`config.mk`:
```
export PLATFORM = sky130hd
export DESIGN_NAME = gcs_top
export DESIGN_NICKNAME = d
export VERILOG_FILES = /design/src/logic/gcs_pkg.sv /design/src/logic/gcs_top.sv
export SDC_FILE = /design/constraint.sdc
export NUM_CORES = 2
export LEC_CHECK = 0
export ABC_AREA = 1
export ABC_CLOCK_PERIOD_IN_PS = 72200
export BUFFER_PORTS_ARGS = -buffer_cell sky130_fd_sc_hd__buf_2
export CAP_MARGIN = 20
export CORE_UTILIZATION = 35
export DETAILED_ROUTE_END_ITERATION = 16
export PLACE_DENSITY_LB_ADDON = 0.3
export SLEW_MARGIN = 5
export SYNTH_ARGS = -nofsm -noshare
export SYNTH_HDL_FRONTEND = slang
export SYNTH_HIERARCHICAL = 1
export SYNTH_SLANG_ARGS = --single-unit
```
`constraint.sdc`:
```
create_clock -name pclk -period 72.2 [get_ports pclk]
set_clock_uncertainty 0.05 [all_clocks]
set_input_delay 7.22 -clock pclk [delete_from_list [all_inputs] [get_ports pclk]]
set_output_delay 7.22 -clock pclk [all_outputs]
set_load 0.005 [all_outputs]
```
`src/logic/gcs_pkg.sv`:
```
// Package for the gauge current-state block: map, fields, resets, modes
package gcs_pkg;
	// Register word indices; byte address is four times the index
	localparam logic [5:0] IDX_ZERO_BAND = 6'h00;
	localparam logic [5:0] IDX_DESIGN_CAP = 6'h01;
	localparam logic [5:0] IDX_LOAD_CFG = 6'h02;
	localparam logic [5:0] IDX_DSG_RATE = 6'h03;
	localparam logic [5:0] IDX_CHG_RATE = 6'h04;
	localparam logic [5:0] IDX_QUIT_RATE = 6'h05;
	localparam logic [5:0] IDX_DSG_RELAX = 6'h06;
	localparam logic [5:0] IDX_CHG_RELAX = 6'h07;
	localparam logic [5:0] IDX_QUIT_RELAX = 6'h08;
	localparam logic [5:0] IDX_TRANS_FACT = 6'h09;
	localparam logic [5:0] IDX_IR_LIMIT = 6'h0A;
	localparam logic [5:0] IDX_QMAX = 6'h0B;
	localparam logic [5:0] IDX_DESIGN_ENERGY = 6'h0C;
	localparam logic [5:0] IDX_STATUS = 6'h0D;
	localparam logic [5:0] IDX_FILT_CUR = 6'h0E;
	localparam logic [5:0] IDX_QMAX_MAH = 6'h0F;
	localparam logic [5:0] IDX_LOAD_RATE = 6'h10;
	localparam logic [5:0] IDX_R_ADJ = 6'h11;
	localparam logic [5:0] IDX_IR_CORR = 6'h12;
	// Reset values
	localparam logic [7:0] RST_ZERO_BAND = 8'h0F;
	localparam logic [15:0] RST_DESIGN_CAP = 16'h0979;
	localparam logic [7:0] RST_LOAD_CFG = 8'h00;
	localparam logic [15:0] RST_DSG_RATE = 16'h00A7;
	localparam logic [15:0] RST_CHG_RATE = 16'h0064;
	localparam logic [15:0] RST_QUIT_RATE = 16'h00FA;
	localparam logic [15:0] RST_DSG_RELAX = 16'h003C;
	localparam logic [7:0] RST_CHG_RELAX = 8'h3C;
	localparam logic [7:0] RST_QUIT_RELAX = 8'h01;
	localparam logic [7:0] RST_TRANS_FACT = 8'hB3;
	localparam logic [15:0] RST_IR_LIMIT = 16'h0190;
	localparam logic [15:0] RST_QMAX = 16'h4333;
	localparam logic [15:0] RST_DESIGN_ENERGY = 16'h1C6B;
	// Load configuration byte fields
	localparam int LDCFG_MODE_BIT = 7;
	localparam int LDCFG_SEL_LSB = 0;
	localparam int LDCFG_SEL_W = 3;
	// Load selector codes
	localparam logic [2:0] SEL_PREV = 3'h0;
	localparam logic [2:0] SEL_NOW = 3'h1;
	localparam logic [2:0] SEL_AVG = 3'h2;
	localparam logic [2:0] SEL_LPF = 3'h3;
	localparam logic [2:0] SEL_RATED5 = 3'h4;
	localparam logic [2:0] SEL_USER = 3'h6;
	// Arithmetic constants
	localparam logic [19:0] RATE_TENTHS = 20'h0000A;
	localparam logic [15:0] RATED_DIV = 16'h0005;
	localparam int QMAX_SHIFT = 14;
	localparam int TRANS_SHIFT = 8;
	// Operating mode codes as seen by software
	localparam logic [1:0] MODE_CHG = 2'h0;
	localparam logic [1:0] MODE_DSG = 2'h1;
	localparam logic [1:0] MODE_RLX = 2'h2;
	typedef enum logic [1:0] {GCS_CHG, GCS_DSG, GCS_RLX} gcs_mode_t;
endpackage

```
`src/logic/gcs_top.sv`:
```
// Gauge current filter, charge/discharge/relax machine and load model
//
// Functional notes
// - Filtered current zero below zero band
// - Three modes; discharge flag clear only charging
// - Discharge threshold is capacity*10 over divisor
// - Charge threshold is capacity*10 over divisor
// - Quit threshold is capacity*10 over divisor
// - Charge to relax after quit dwell
// - Enter discharge after discharge-entry dwell
// - Discharge to relax above negative quit
// - Enter charge above charge threshold dwell
// - Resistance scaled by transient factor over 256
// - IR correction capped, only after charging wakeup
// - Chemical capacity times rated, shift fourteen
// - Load model from config bit seven
// - Load model status mirrors config bit
// - Selector from config bits two to zero
// - Constant-current selector picks load source
// - Constant-power selector six is user rate
//
// The implementer's own choice: the APB register port.
`timescale 1ns/1ps

module gcs_dwell #(
	parameter int W = 16
) (
	// Clock and reset
	input wire logic clk,
	input wire logic rst_n,
	// Control
	input wire logic restart,
	input wire logic cond,
	input wire logic tick,
	input wire logic [W-1:0] limit,
	// Result
	output logic done
);
	logic [W-1:0] cnt_r;
	logic [W-1:0] cnt_nxt;
	logic sat;

	// Saturating seconds count while the condition holds
	assign sat = &cnt_r;
	assign cnt_nxt = (restart | ~cond) ? '0 :
		((tick & ~sat) ? cnt_r + 1'b1 : cnt_r);
	// Restart is left out of done: it comes from the mode decision that
	// done feeds, and would close a combinational loop
	assign done = cond & (cnt_r >= limit);

	// Count register
	always_ff @(posedge clk or negedge rst_n)
	begin
		if (!rst_n)
			cnt_r <= '0;
		else
			cnt_r <= cnt_nxt;
	end
endmodule

module gcs_top (
	// Clock and reset
	input wire logic pclk,
	input wire logic presetn,
	// APB slave
	input wire logic psel,
	input wire logic penable,
	input wire logic pwrite,
	input wire logic [7:0] paddr,
	input wire logic [31:0] pwdata,
	output logic [31:0] prdata,
	output logic pready,
	output logic pslverr,
	// Measurement
	input wire logic signed [15:0] est_current,
	input wire logic sec_tick,
	// Load sources
	input wire logic signed [15:0] avg_prev_cycle,
	input wire logic signed [15:0] avg_this_cycle,
	input wire logic signed [15:0] avg_filtered,
	input wire logic signed [15:0] lpf_filtered,
	input wire logic signed [15:0] user_rate,
	// Resistance and IR correction
	input wire logic [15:0] r_calc,
	input wire logic [15:0] ir_drop,
	input wire logic wake_chg,
	// Results
	output logic signed [15:0] filtered_cell_current,
	output logic [1:0] op_mode,
	output logic dsg_flag,
	output logic load_model_status,
	output logic signed [15:0] load_rate,
	output logic load_sel_rsvd,
	output logic signed [17:0] qmax_mah,
	output logic [15:0] r_adj,
	output logic [15:0] ir_correction
);
	logic [7:0] zero_band_r;
	logic [15:0] cap_r;
	logic [7:0] load_cfg_r;
	logic [15:0] dsg_rate_r;
	logic [15:0] chg_rate_r;
	logic [15:0] quit_rate_r;
	logic [15:0] dsg_relax_r;
	logic [7:0] chg_relax_r;
	logic [7:0] quit_relax_r;
	logic [7:0] tf_chg_r;
	logic [7:0] tf_dsg_r;
	logic [15:0] ir_limit_r;
	logic signed [15:0] qmax_r;
	logic [15:0] energy_r;
	gcs_pkg::gcs_mode_t mode_r;
	gcs_pkg::gcs_mode_t mode_nxt;

	// Threshold in mA: capacity / (divisor * 0.1); zero divisor gives the maximum, 20'hFFFFF
	function automatic logic [19:0] rate_thr(input logic [15:0] cap,
		input logic [15:0] div);
		logic [19:0] num;
		num = 20'(cap) * gcs_pkg::RATE_TENTHS;
		if (div == 16'h0000)
			rate_thr = 20'hFFFFF;
		else
			rate_thr = num / 20'(div);
	endfunction

	// APB decode; zero wait states, so every access ends in one cycle
	logic [5:0] idx;
	logic setup;
	logic wr_en;
	logic mapped;
	logic read_only;
	assign idx = paddr[7:2];
	assign setup = psel & ~penable;
	assign wr_en = psel & penable & pwrite & pready;
	assign mapped = (idx <= gcs_pkg::IDX_IR_CORR);
	assign read_only = (idx >= gcs_pkg::IDX_STATUS);

	// Current dead band
	logic [16:0] mag;
	logic in_band;
	logic signed [15:0] filt_nxt;
	assign mag = est_current[15] ? 17'h00000 - {1'b1, est_current}
		: {1'b0, est_current};
	assign in_band = mag < {9'h000, zero_band_r};
	assign filt_nxt = in_band ? 16'sh0000 : est_current;

	// Thresholds as 21-bit signed for comparison with the current
	logic [19:0] dsg_thr;
	logic [19:0] chg_thr;
	logic [19:0] quit_thr;
	logic signed [20:0] fe;
	assign dsg_thr = rate_thr(cap_r, dsg_rate_r);
	assign chg_thr = rate_thr(cap_r, chg_rate_r);
	assign quit_thr = rate_thr(cap_r, quit_rate_r);
	assign fe = {{5{filtered_cell_current[15]}}, filtered_cell_current};

	// Qualifying conditions; discharge current is negative
	logic c_quit_chg;
	logic c_dsg_in;
	logic c_dsg_out;
	logic c_chg_in;
	assign c_quit_chg = fe < $signed({1'b0, quit_thr});
	assign c_dsg_in = fe < -$signed({1'b0, dsg_thr});
	assign c_dsg_out = fe > -$signed({1'b0, quit_thr});
	assign c_chg_in = fe > $signed({1'b0, chg_thr});

	// Dwell timers restart on any mode change
	logic mode_move;
	logic t_chg_out;
	logic t_dsg_in;
	logic t_dsg_out;
	logic t_chg_in;
	assign mode_move = (mode_nxt != mode_r);

	gcs_dwell #(.W(16)) u_chg_out (
		.clk(pclk), .rst_n(presetn), .restart(mode_move),
		.cond(c_quit_chg), .tick(sec_tick),
		.limit({8'h00, chg_relax_r}), .done(t_chg_out)
	);
	gcs_dwell #(.W(16)) u_dsg_in (
		.clk(pclk), .rst_n(presetn), .restart(mode_move),
		.cond(c_dsg_in), .tick(sec_tick),
		.limit({8'h00, quit_relax_r}), .done(t_dsg_in)
	);
	gcs_dwell #(.W(16)) u_dsg_out (
		.clk(pclk), .rst_n(presetn), .restart(mode_move),
		.cond(c_dsg_out), .tick(sec_tick),
		.limit(dsg_relax_r), .done(t_dsg_out)
	);
	gcs_dwell #(.W(16)) u_chg_in (
		.clk(pclk), .rst_n(presetn), .restart(mode_move),
		.cond(c_chg_in), .tick(sec_tick),
		.limit({8'h00, chg_relax_r}), .done(t_chg_in)
	);

	// Mode transitions; discharge entry wins over relaxing from charge
	always_comb
	begin
		mode_nxt = mode_r;
		case (mode_r)
			gcs_pkg::GCS_CHG:
				if (t_dsg_in)
					mode_nxt = gcs_pkg::GCS_DSG;
				else if (t_chg_out)
					mode_nxt = gcs_pkg::GCS_RLX;
			gcs_pkg::GCS_DSG:
				if (t_chg_in)
					mode_nxt = gcs_pkg::GCS_CHG;
				else if (t_dsg_out)
					mode_nxt = gcs_pkg::GCS_RLX;
			gcs_pkg::GCS_RLX:
				if (t_dsg_in)
					mode_nxt = gcs_pkg::GCS_DSG;
				else if (t_chg_in)
					mode_nxt = gcs_pkg::GCS_CHG;
			default:
				mode_nxt = gcs_pkg::GCS_RLX;
		endcase
	end

	// Software-visible mode code
	logic [1:0] mode_code;
	assign mode_code = (mode_nxt == gcs_pkg::GCS_CHG) ? gcs_pkg::MODE_CHG :
		((mode_nxt == gcs_pkg::GCS_DSG) ? gcs_pkg::MODE_DSG :
		gcs_pkg::MODE_RLX);

	// Load model selection
	logic cp_mode;
	logic [2:0] sel;
	logic signed [15:0] rate_nxt;
	logic rsvd_nxt;
	logic [15:0] rated5;
	assign cp_mode = load_cfg_r[gcs_pkg::LDCFG_MODE_BIT];
	assign sel = load_cfg_r[gcs_pkg::LDCFG_SEL_LSB +:
		gcs_pkg::LDCFG_SEL_W];
	assign rated5 = (cp_mode ? energy_r : cap_r) / gcs_pkg::RATED_DIV;

	// Source per selector; reserved codes give zero and a flag
	always_comb
	begin
		rate_nxt = 16'sh0000;
		rsvd_nxt = 1'b0;
		case (sel)
			gcs_pkg::SEL_PREV: rate_nxt = avg_prev_cycle;
			gcs_pkg::SEL_NOW: rate_nxt = avg_this_cycle;
			gcs_pkg::SEL_AVG: rate_nxt = avg_filtered;
			gcs_pkg::SEL_LPF: rate_nxt = lpf_filtered;
			gcs_pkg::SEL_RATED5: rate_nxt = $signed(rated5);
			gcs_pkg::SEL_USER:
				if (cp_mode)
					rate_nxt = user_rate;
				else
					rsvd_nxt = 1'b1;
			default: rsvd_nxt = 1'b1;
		endcase
	end

	// Arithmetic results
	logic [7:0] tf;
	logic [23:0] r_prod;
	logic signed [32:0] q_prod;
	logic [15:0] ir_nxt;
	assign tf = (mode_r == gcs_pkg::GCS_CHG) ? tf_chg_r : tf_dsg_r;
	assign r_prod = 24'(r_calc) * 24'(tf);
	assign q_prod = qmax_r * $signed({1'b0, cap_r});
	assign ir_nxt = !wake_chg ? 16'h0000 :
		((ir_drop > ir_limit_r) ? ir_limit_r : ir_drop);

	// Read mux
	logic [31:0] rd_word;
	always_comb
	begin
		rd_word = 32'h00000000;
		case (idx)
			gcs_pkg::IDX_ZERO_BAND: rd_word = {24'h0, zero_band_r};
			gcs_pkg::IDX_DESIGN_CAP: rd_word = {16'h0, cap_r};
			gcs_pkg::IDX_LOAD_CFG: rd_word = {24'h0, load_cfg_r};
			gcs_pkg::IDX_DSG_RATE: rd_word = {16'h0, dsg_rate_r};
			gcs_pkg::IDX_CHG_RATE: rd_word = {16'h0, chg_rate_r};
			gcs_pkg::IDX_QUIT_RATE: rd_word = {16'h0, quit_rate_r};
			gcs_pkg::IDX_DSG_RELAX: rd_word = {16'h0, dsg_relax_r};
			gcs_pkg::IDX_CHG_RELAX: rd_word = {24'h0, chg_relax_r};
			gcs_pkg::IDX_QUIT_RELAX: rd_word = {24'h0, quit_relax_r};
			gcs_pkg::IDX_TRANS_FACT: rd_word = {16'h0, tf_dsg_r, tf_chg_r};
			gcs_pkg::IDX_IR_LIMIT: rd_word = {16'h0, ir_limit_r};
			gcs_pkg::IDX_QMAX: rd_word = {16'h0, qmax_r};
			gcs_pkg::IDX_DESIGN_ENERGY: rd_word = {16'h0, energy_r};
			gcs_pkg::IDX_STATUS: rd_word = {27'h0, load_sel_rsvd,
				load_model_status, dsg_flag, op_mode};
			gcs_pkg::IDX_FILT_CUR: rd_word = {16'h0, filtered_cell_current};
			gcs_pkg::IDX_QMAX_MAH: rd_word = {14'h0, qmax_mah};
			gcs_pkg::IDX_LOAD_RATE: rd_word = {16'h0, load_rate};
			gcs_pkg::IDX_R_ADJ: rd_word = {16'h0, r_adj};
			gcs_pkg::IDX_IR_CORR: rd_word = {16'h0, ir_correction};
			default: rd_word = 32'h00000000;
		endcase
	end

	// APB answer; data and error are latched in the setup cycle
	always_ff @(posedge pclk or negedge presetn)
	begin
		if (!presetn)
		begin
			pready <= 1'b0;
			prdata <= 32'h00000000;
			pslverr <= 1'b0;
		end
		else
		begin
			pready <= 1'b1;
			if (setup)
			begin
				prdata <= pwrite ? 32'h00000000 : rd_word;
				pslverr <= ~mapped | (pwrite & read_only);
			end
		end
	end

	// Parameter registers; reserved config bits are stored as written
	always_ff @(posedge pclk or negedge presetn)
	begin
		if (!presetn)
		begin
			zero_band_r <= gcs_pkg::RST_ZERO_BAND;
			cap_r <= gcs_pkg::RST_DESIGN_CAP;
			load_cfg_r <= gcs_pkg::RST_LOAD_CFG;
			dsg_rate_r <= gcs_pkg::RST_DSG_RATE;
			chg_rate_r <= gcs_pkg::RST_CHG_RATE;
			quit_rate_r <= gcs_pkg::RST_QUIT_RATE;
			dsg_relax_r <= gcs_pkg::RST_DSG_RELAX;
			chg_relax_r <= gcs_pkg::RST_CHG_RELAX;
			quit_relax_r <= gcs_pkg::RST_QUIT_RELAX;
			tf_chg_r <= gcs_pkg::RST_TRANS_FACT;
			tf_dsg_r <= gcs_pkg::RST_TRANS_FACT;
			ir_limit_r <= gcs_pkg::RST_IR_LIMIT;
			qmax_r <= gcs_pkg::RST_QMAX;
			energy_r <= gcs_pkg::RST_DESIGN_ENERGY;
		end
		else if (wr_en)
		begin
			case (idx)
				gcs_pkg::IDX_ZERO_BAND: zero_band_r <= pwdata[7:0];
				gcs_pkg::IDX_DESIGN_CAP: cap_r <= pwdata[15:0];
				gcs_pkg::IDX_LOAD_CFG: load_cfg_r <= pwdata[7:0];
				gcs_pkg::IDX_DSG_RATE: dsg_rate_r <= pwdata[15:0];
				gcs_pkg::IDX_CHG_RATE: chg_rate_r <= pwdata[15:0];
				gcs_pkg::IDX_QUIT_RATE: quit_rate_r <= pwdata[15:0];
				gcs_pkg::IDX_DSG_RELAX: dsg_relax_r <= pwdata[15:0];
				gcs_pkg::IDX_CHG_RELAX: chg_relax_r <= pwdata[7:0];
				gcs_pkg::IDX_QUIT_RELAX: quit_relax_r <= pwdata[7:0];
				gcs_pkg::IDX_TRANS_FACT:
				begin
					tf_chg_r <= pwdata[7:0];
					tf_dsg_r <= pwdata[15:8];
				end
				gcs_pkg::IDX_IR_LIMIT: ir_limit_r <= pwdata[15:0];
				gcs_pkg::IDX_QMAX: qmax_r <= pwdata[15:0];
				gcs_pkg::IDX_DESIGN_ENERGY: energy_r <= pwdata[15:0];
				default: ;
			endcase
		end
	end

	// Mode state and result registers
	always_ff @(posedge pclk or negedge presetn)
	begin
		if (!presetn)
		begin
			mode_r <= gcs_pkg::GCS_RLX;
			op_mode <= gcs_pkg::MODE_RLX;
			dsg_flag <= 1'b1;
			filtered_cell_current <= 16'sh0000;
			load_model_status <= 1'b0;
			load_rate <= 16'sh0000;
			load_sel_rsvd <= 1'b0;
			qmax_mah <= 18'sh00000;
			r_adj <= 16'h0000;
			ir_correction <= 16'h0000;
		end
		else
		begin
			mode_r <= mode_nxt;
			op_mode <= mode_code;
			dsg_flag <= (mode_nxt != gcs_pkg::GCS_CHG);
			filtered_cell_current <= filt_nxt;
			load_model_status <= cp_mode;
			load_rate <= rate_nxt;
			load_sel_rsvd <= rsvd_nxt;
			qmax_mah <= q_prod[31:gcs_pkg::QMAX_SHIFT];
			r_adj <= r_prod[23:gcs_pkg::TRANS_SHIFT];
			ir_correction <= ir_nxt;
		end
	end
endmodule

```
==> flow_summary.toml <==
[outcome]
status = "complete, no violations"

[logic_synthesis]
ys_seq_elements = 349
netlist_top_cells_area = "ha_1 19%, nand2_1 13%, dfrtp_1 11%"
synth_cell_type_count = 78
ys_async_sr_fraction_pct = 100
synth_top_cells_by_count = "2111 x nand2_1, 1475 x inv_1, 957 x ha_1, 642 x o21ai_0, 608 x nor2_1"
netlist_instances = 8998
avgSynthCellArea_um2 = 6.88
yosysSeqAreaShare_pct = 14.2
yosysWarnings = 6
yosysMostFrequentCell = "nand2_1"
synth_top_cell_area_share_pct = 19.4
synth_flop_cell = "dfrtp_1"
synth_area_leader_cell = "ha_1"
synth.cell_area_um2 = 61900
synth-edff-count = 0

[die]
num_io_pins = 296
rows = 153
core_um2 = 175000
die_w_um = 422
start_util_pct = 35.4
die_h_um = 422
dieArea_um2 = 178000

[clock_tree]
cts_buffers = 41
ctsLongestPathBuffers = 3
cts_setup_buffers = 0
cts.clk_slew.worst_paths_ps = 60
clkSinkCount = 349
cts_hold_buffers = 0
cts_tree = "done"
root_buffer = "clkbuf_16"
cts_resized = 0
htree_levels = 2
clkLatencyLatePin_ps = 600

[placed_design]
dp_hpwl_um = 170000
portBuffers = 263
place.gp.congestion = 0.984

[timing]
slew_viol_final = 0
min_period_ps = 61690
tns_ps = 0
slew_headroom_pct = 20.3
rsz0062_at_grt = "false"
max_slew.worst_pin.slew_ps = 1180
period_share_pct = 85.4
setup_viol = 0
hold_viol_final = 0
fmaxAchievable_mhz = 16.2

[worst_hold_path]
hp-class = "reg2reg"

[layout]
drive_gt1_share_pct = 8.21
finalNetCount = 10601
area_growth_pct = 8.89

[setup_path]
worst_ep_required_time_ps = 72610
critPathMaxStageDelay_ps = 990
crit_path_max_fanout = 26
endpoint_kind = "flop"
critPathSlowestCell = "dfstp_2"
path_class = "reg2reg"
arrival_ps = 62100
crit_path_frequent_cell = "nand2_1"
startpoint_type = "flop"

[route]
wl_per_cell_um = 18.0
viasPerCell = 5.19
vias = 59968
first_iter_violations = 4708
first_pass_iters = 7
ant_nets = 0
drcViolationCount = 0
drt_wl_total_um = 208000

[global_routing]
grt_first_pass_wirelength_um = 326000
grt_pass1_vias = 58276
antenna_found_initial = 12
grt_overflow = 0
grt.total_usage_pct = 23.0
grt_max_degree = 81

[run]
cap_violations = 0
sequential cells by signal, indices dropped and copies added (netlist names), 16 cells and up:
register               flops
cap_r                     16
chg_rate_r                16
dsg_rate_r                16
dsg_relax_r               16
energy_r                  16
filtered_cell_current     16
ir_correction             16
ir_limit_r                16
load_rate                 16
prdata                    18
qmax_mah                  18
qmax_r                    16
quit_rate_r               16
r_adj                     16
u_chg_in/cnt_r            16
u_chg_out/cnt_r           16
u_dsg_in/cnt_r            16
u_dsg_out/cnt_r           16
final cells by class:
class	count	area, um^2
fillers	18296	107000
repair buffers	369	2120
multi-input cells	6916	46400
clock buffers	60	1200
well taps	2325	2910
inverters	1515	5690
flip-flops and latches	349	8810
clock inverters	16	231
diodes	1	2.50
per-stage QoR:
step	cell area [um^2]	setup WS, ps	instances	hold WS, ps	utilization [%]
2_1_floorplan	62000	22030	9035	403	-
5_1_grt	67400	3270	11551	450	38.6
3_5_place_dp	65900	10630	11471	423	37.7
3_3_place_gp	65900	11960	11471	416	37.7
6_report	67400	10510	11551	434	38.6
4_1_cts	67400	10310	11547	437	38.5
kinds of logic after synthesis:
| group | after synthesis | synth area share [%] |
|---|---|---|
| xor gates and xnor gates | 491 | 6.95 |
| muxes | 5 | 0.0809 |
| AOI/OAI and AO/OA | 1660 | 15.6 |
| DFF | 349 | 14.2 |
| adders and majority gates | 1234 | 28.3 |
| and+or+nand+nor | 3487 | 23.8 |
| other | 2 | 0.0121 |
| buffers and inverters | 1770 | 11.1 |
cells in the final DEF (no fill, tap or decap), types with 106 or more instances in the layout:
| cell | synthesis | final |
|---|---|---|
| xor2_1 | 267 | 267 |
| nand2_1 | 2111 | 2111 |
| nand3_1 | 353 | 353 |
| or2_2 | 106 | 106 |
| xnor2_1 | 224 | 224 |
| a21oi_1 | 470 | 470 |
| fa_1 | 277 | 277 |
| inv_1 | 1475 | 1475 |
| a21o_1 | 113 | 113 |
| dfrtp_1 | 284 | 284 |
| buf_2 | 22 | 263 |
| ha_1 | 957 | 957 |
| o21ai_0 | 642 | 638 |
| nor2_1 | 608 | 606 |
layer usage:
metal  track usage [%]  wire length (um)
met1              29.1             88200
met2              39.9             98300
met3              2.37             12300
met4              9.18              9600
met5                 0                33
critical path: cells and delay by family, from the launching register on:
family                   cells  cell delay [ps]
AO/OA/AOI/OAI              149            28920
AND/OR/NAND/NOR            123            14170
buffers and inverters       67             9170
adder cells (fa/ha/maj)     24             7910
flip-flops                   1              990
XOR/XNOR                     1              130
worst paths after layout:
check	start	cells past startpoint	endpoint	slack, ps
max	cap_r[5]$_DFFE_PN1P_	364	u_dsg_in/cnt_r[15]$_DFFE_PN0P_	10510
min	ir_limit_r[13]$_DFFE_PN0P_	2	ir_limit_r[13]$_DFFE_PN0P_	430
max reg2reg	cap_r[5]$_DFFE_PN1P_	364	u_dsg_in/cnt_r[15]$_DFFE_PN0P_	10510
min reg2reg	ir_limit_r[13]$_DFFE_PN0P_	2	ir_limit_r[13]$_DFFE_PN0P_	430
max in group asynchronous	presetn	3	qmax_mah[10]$_DFF_PN0_	63270
min in group asynchronous	presetn	1	prdata[6]$_DFFE_PN0P_	6560
Power is not shown: default switching activity piles up to over one toggle a cycle in this logic, so the estimate is an artifact.
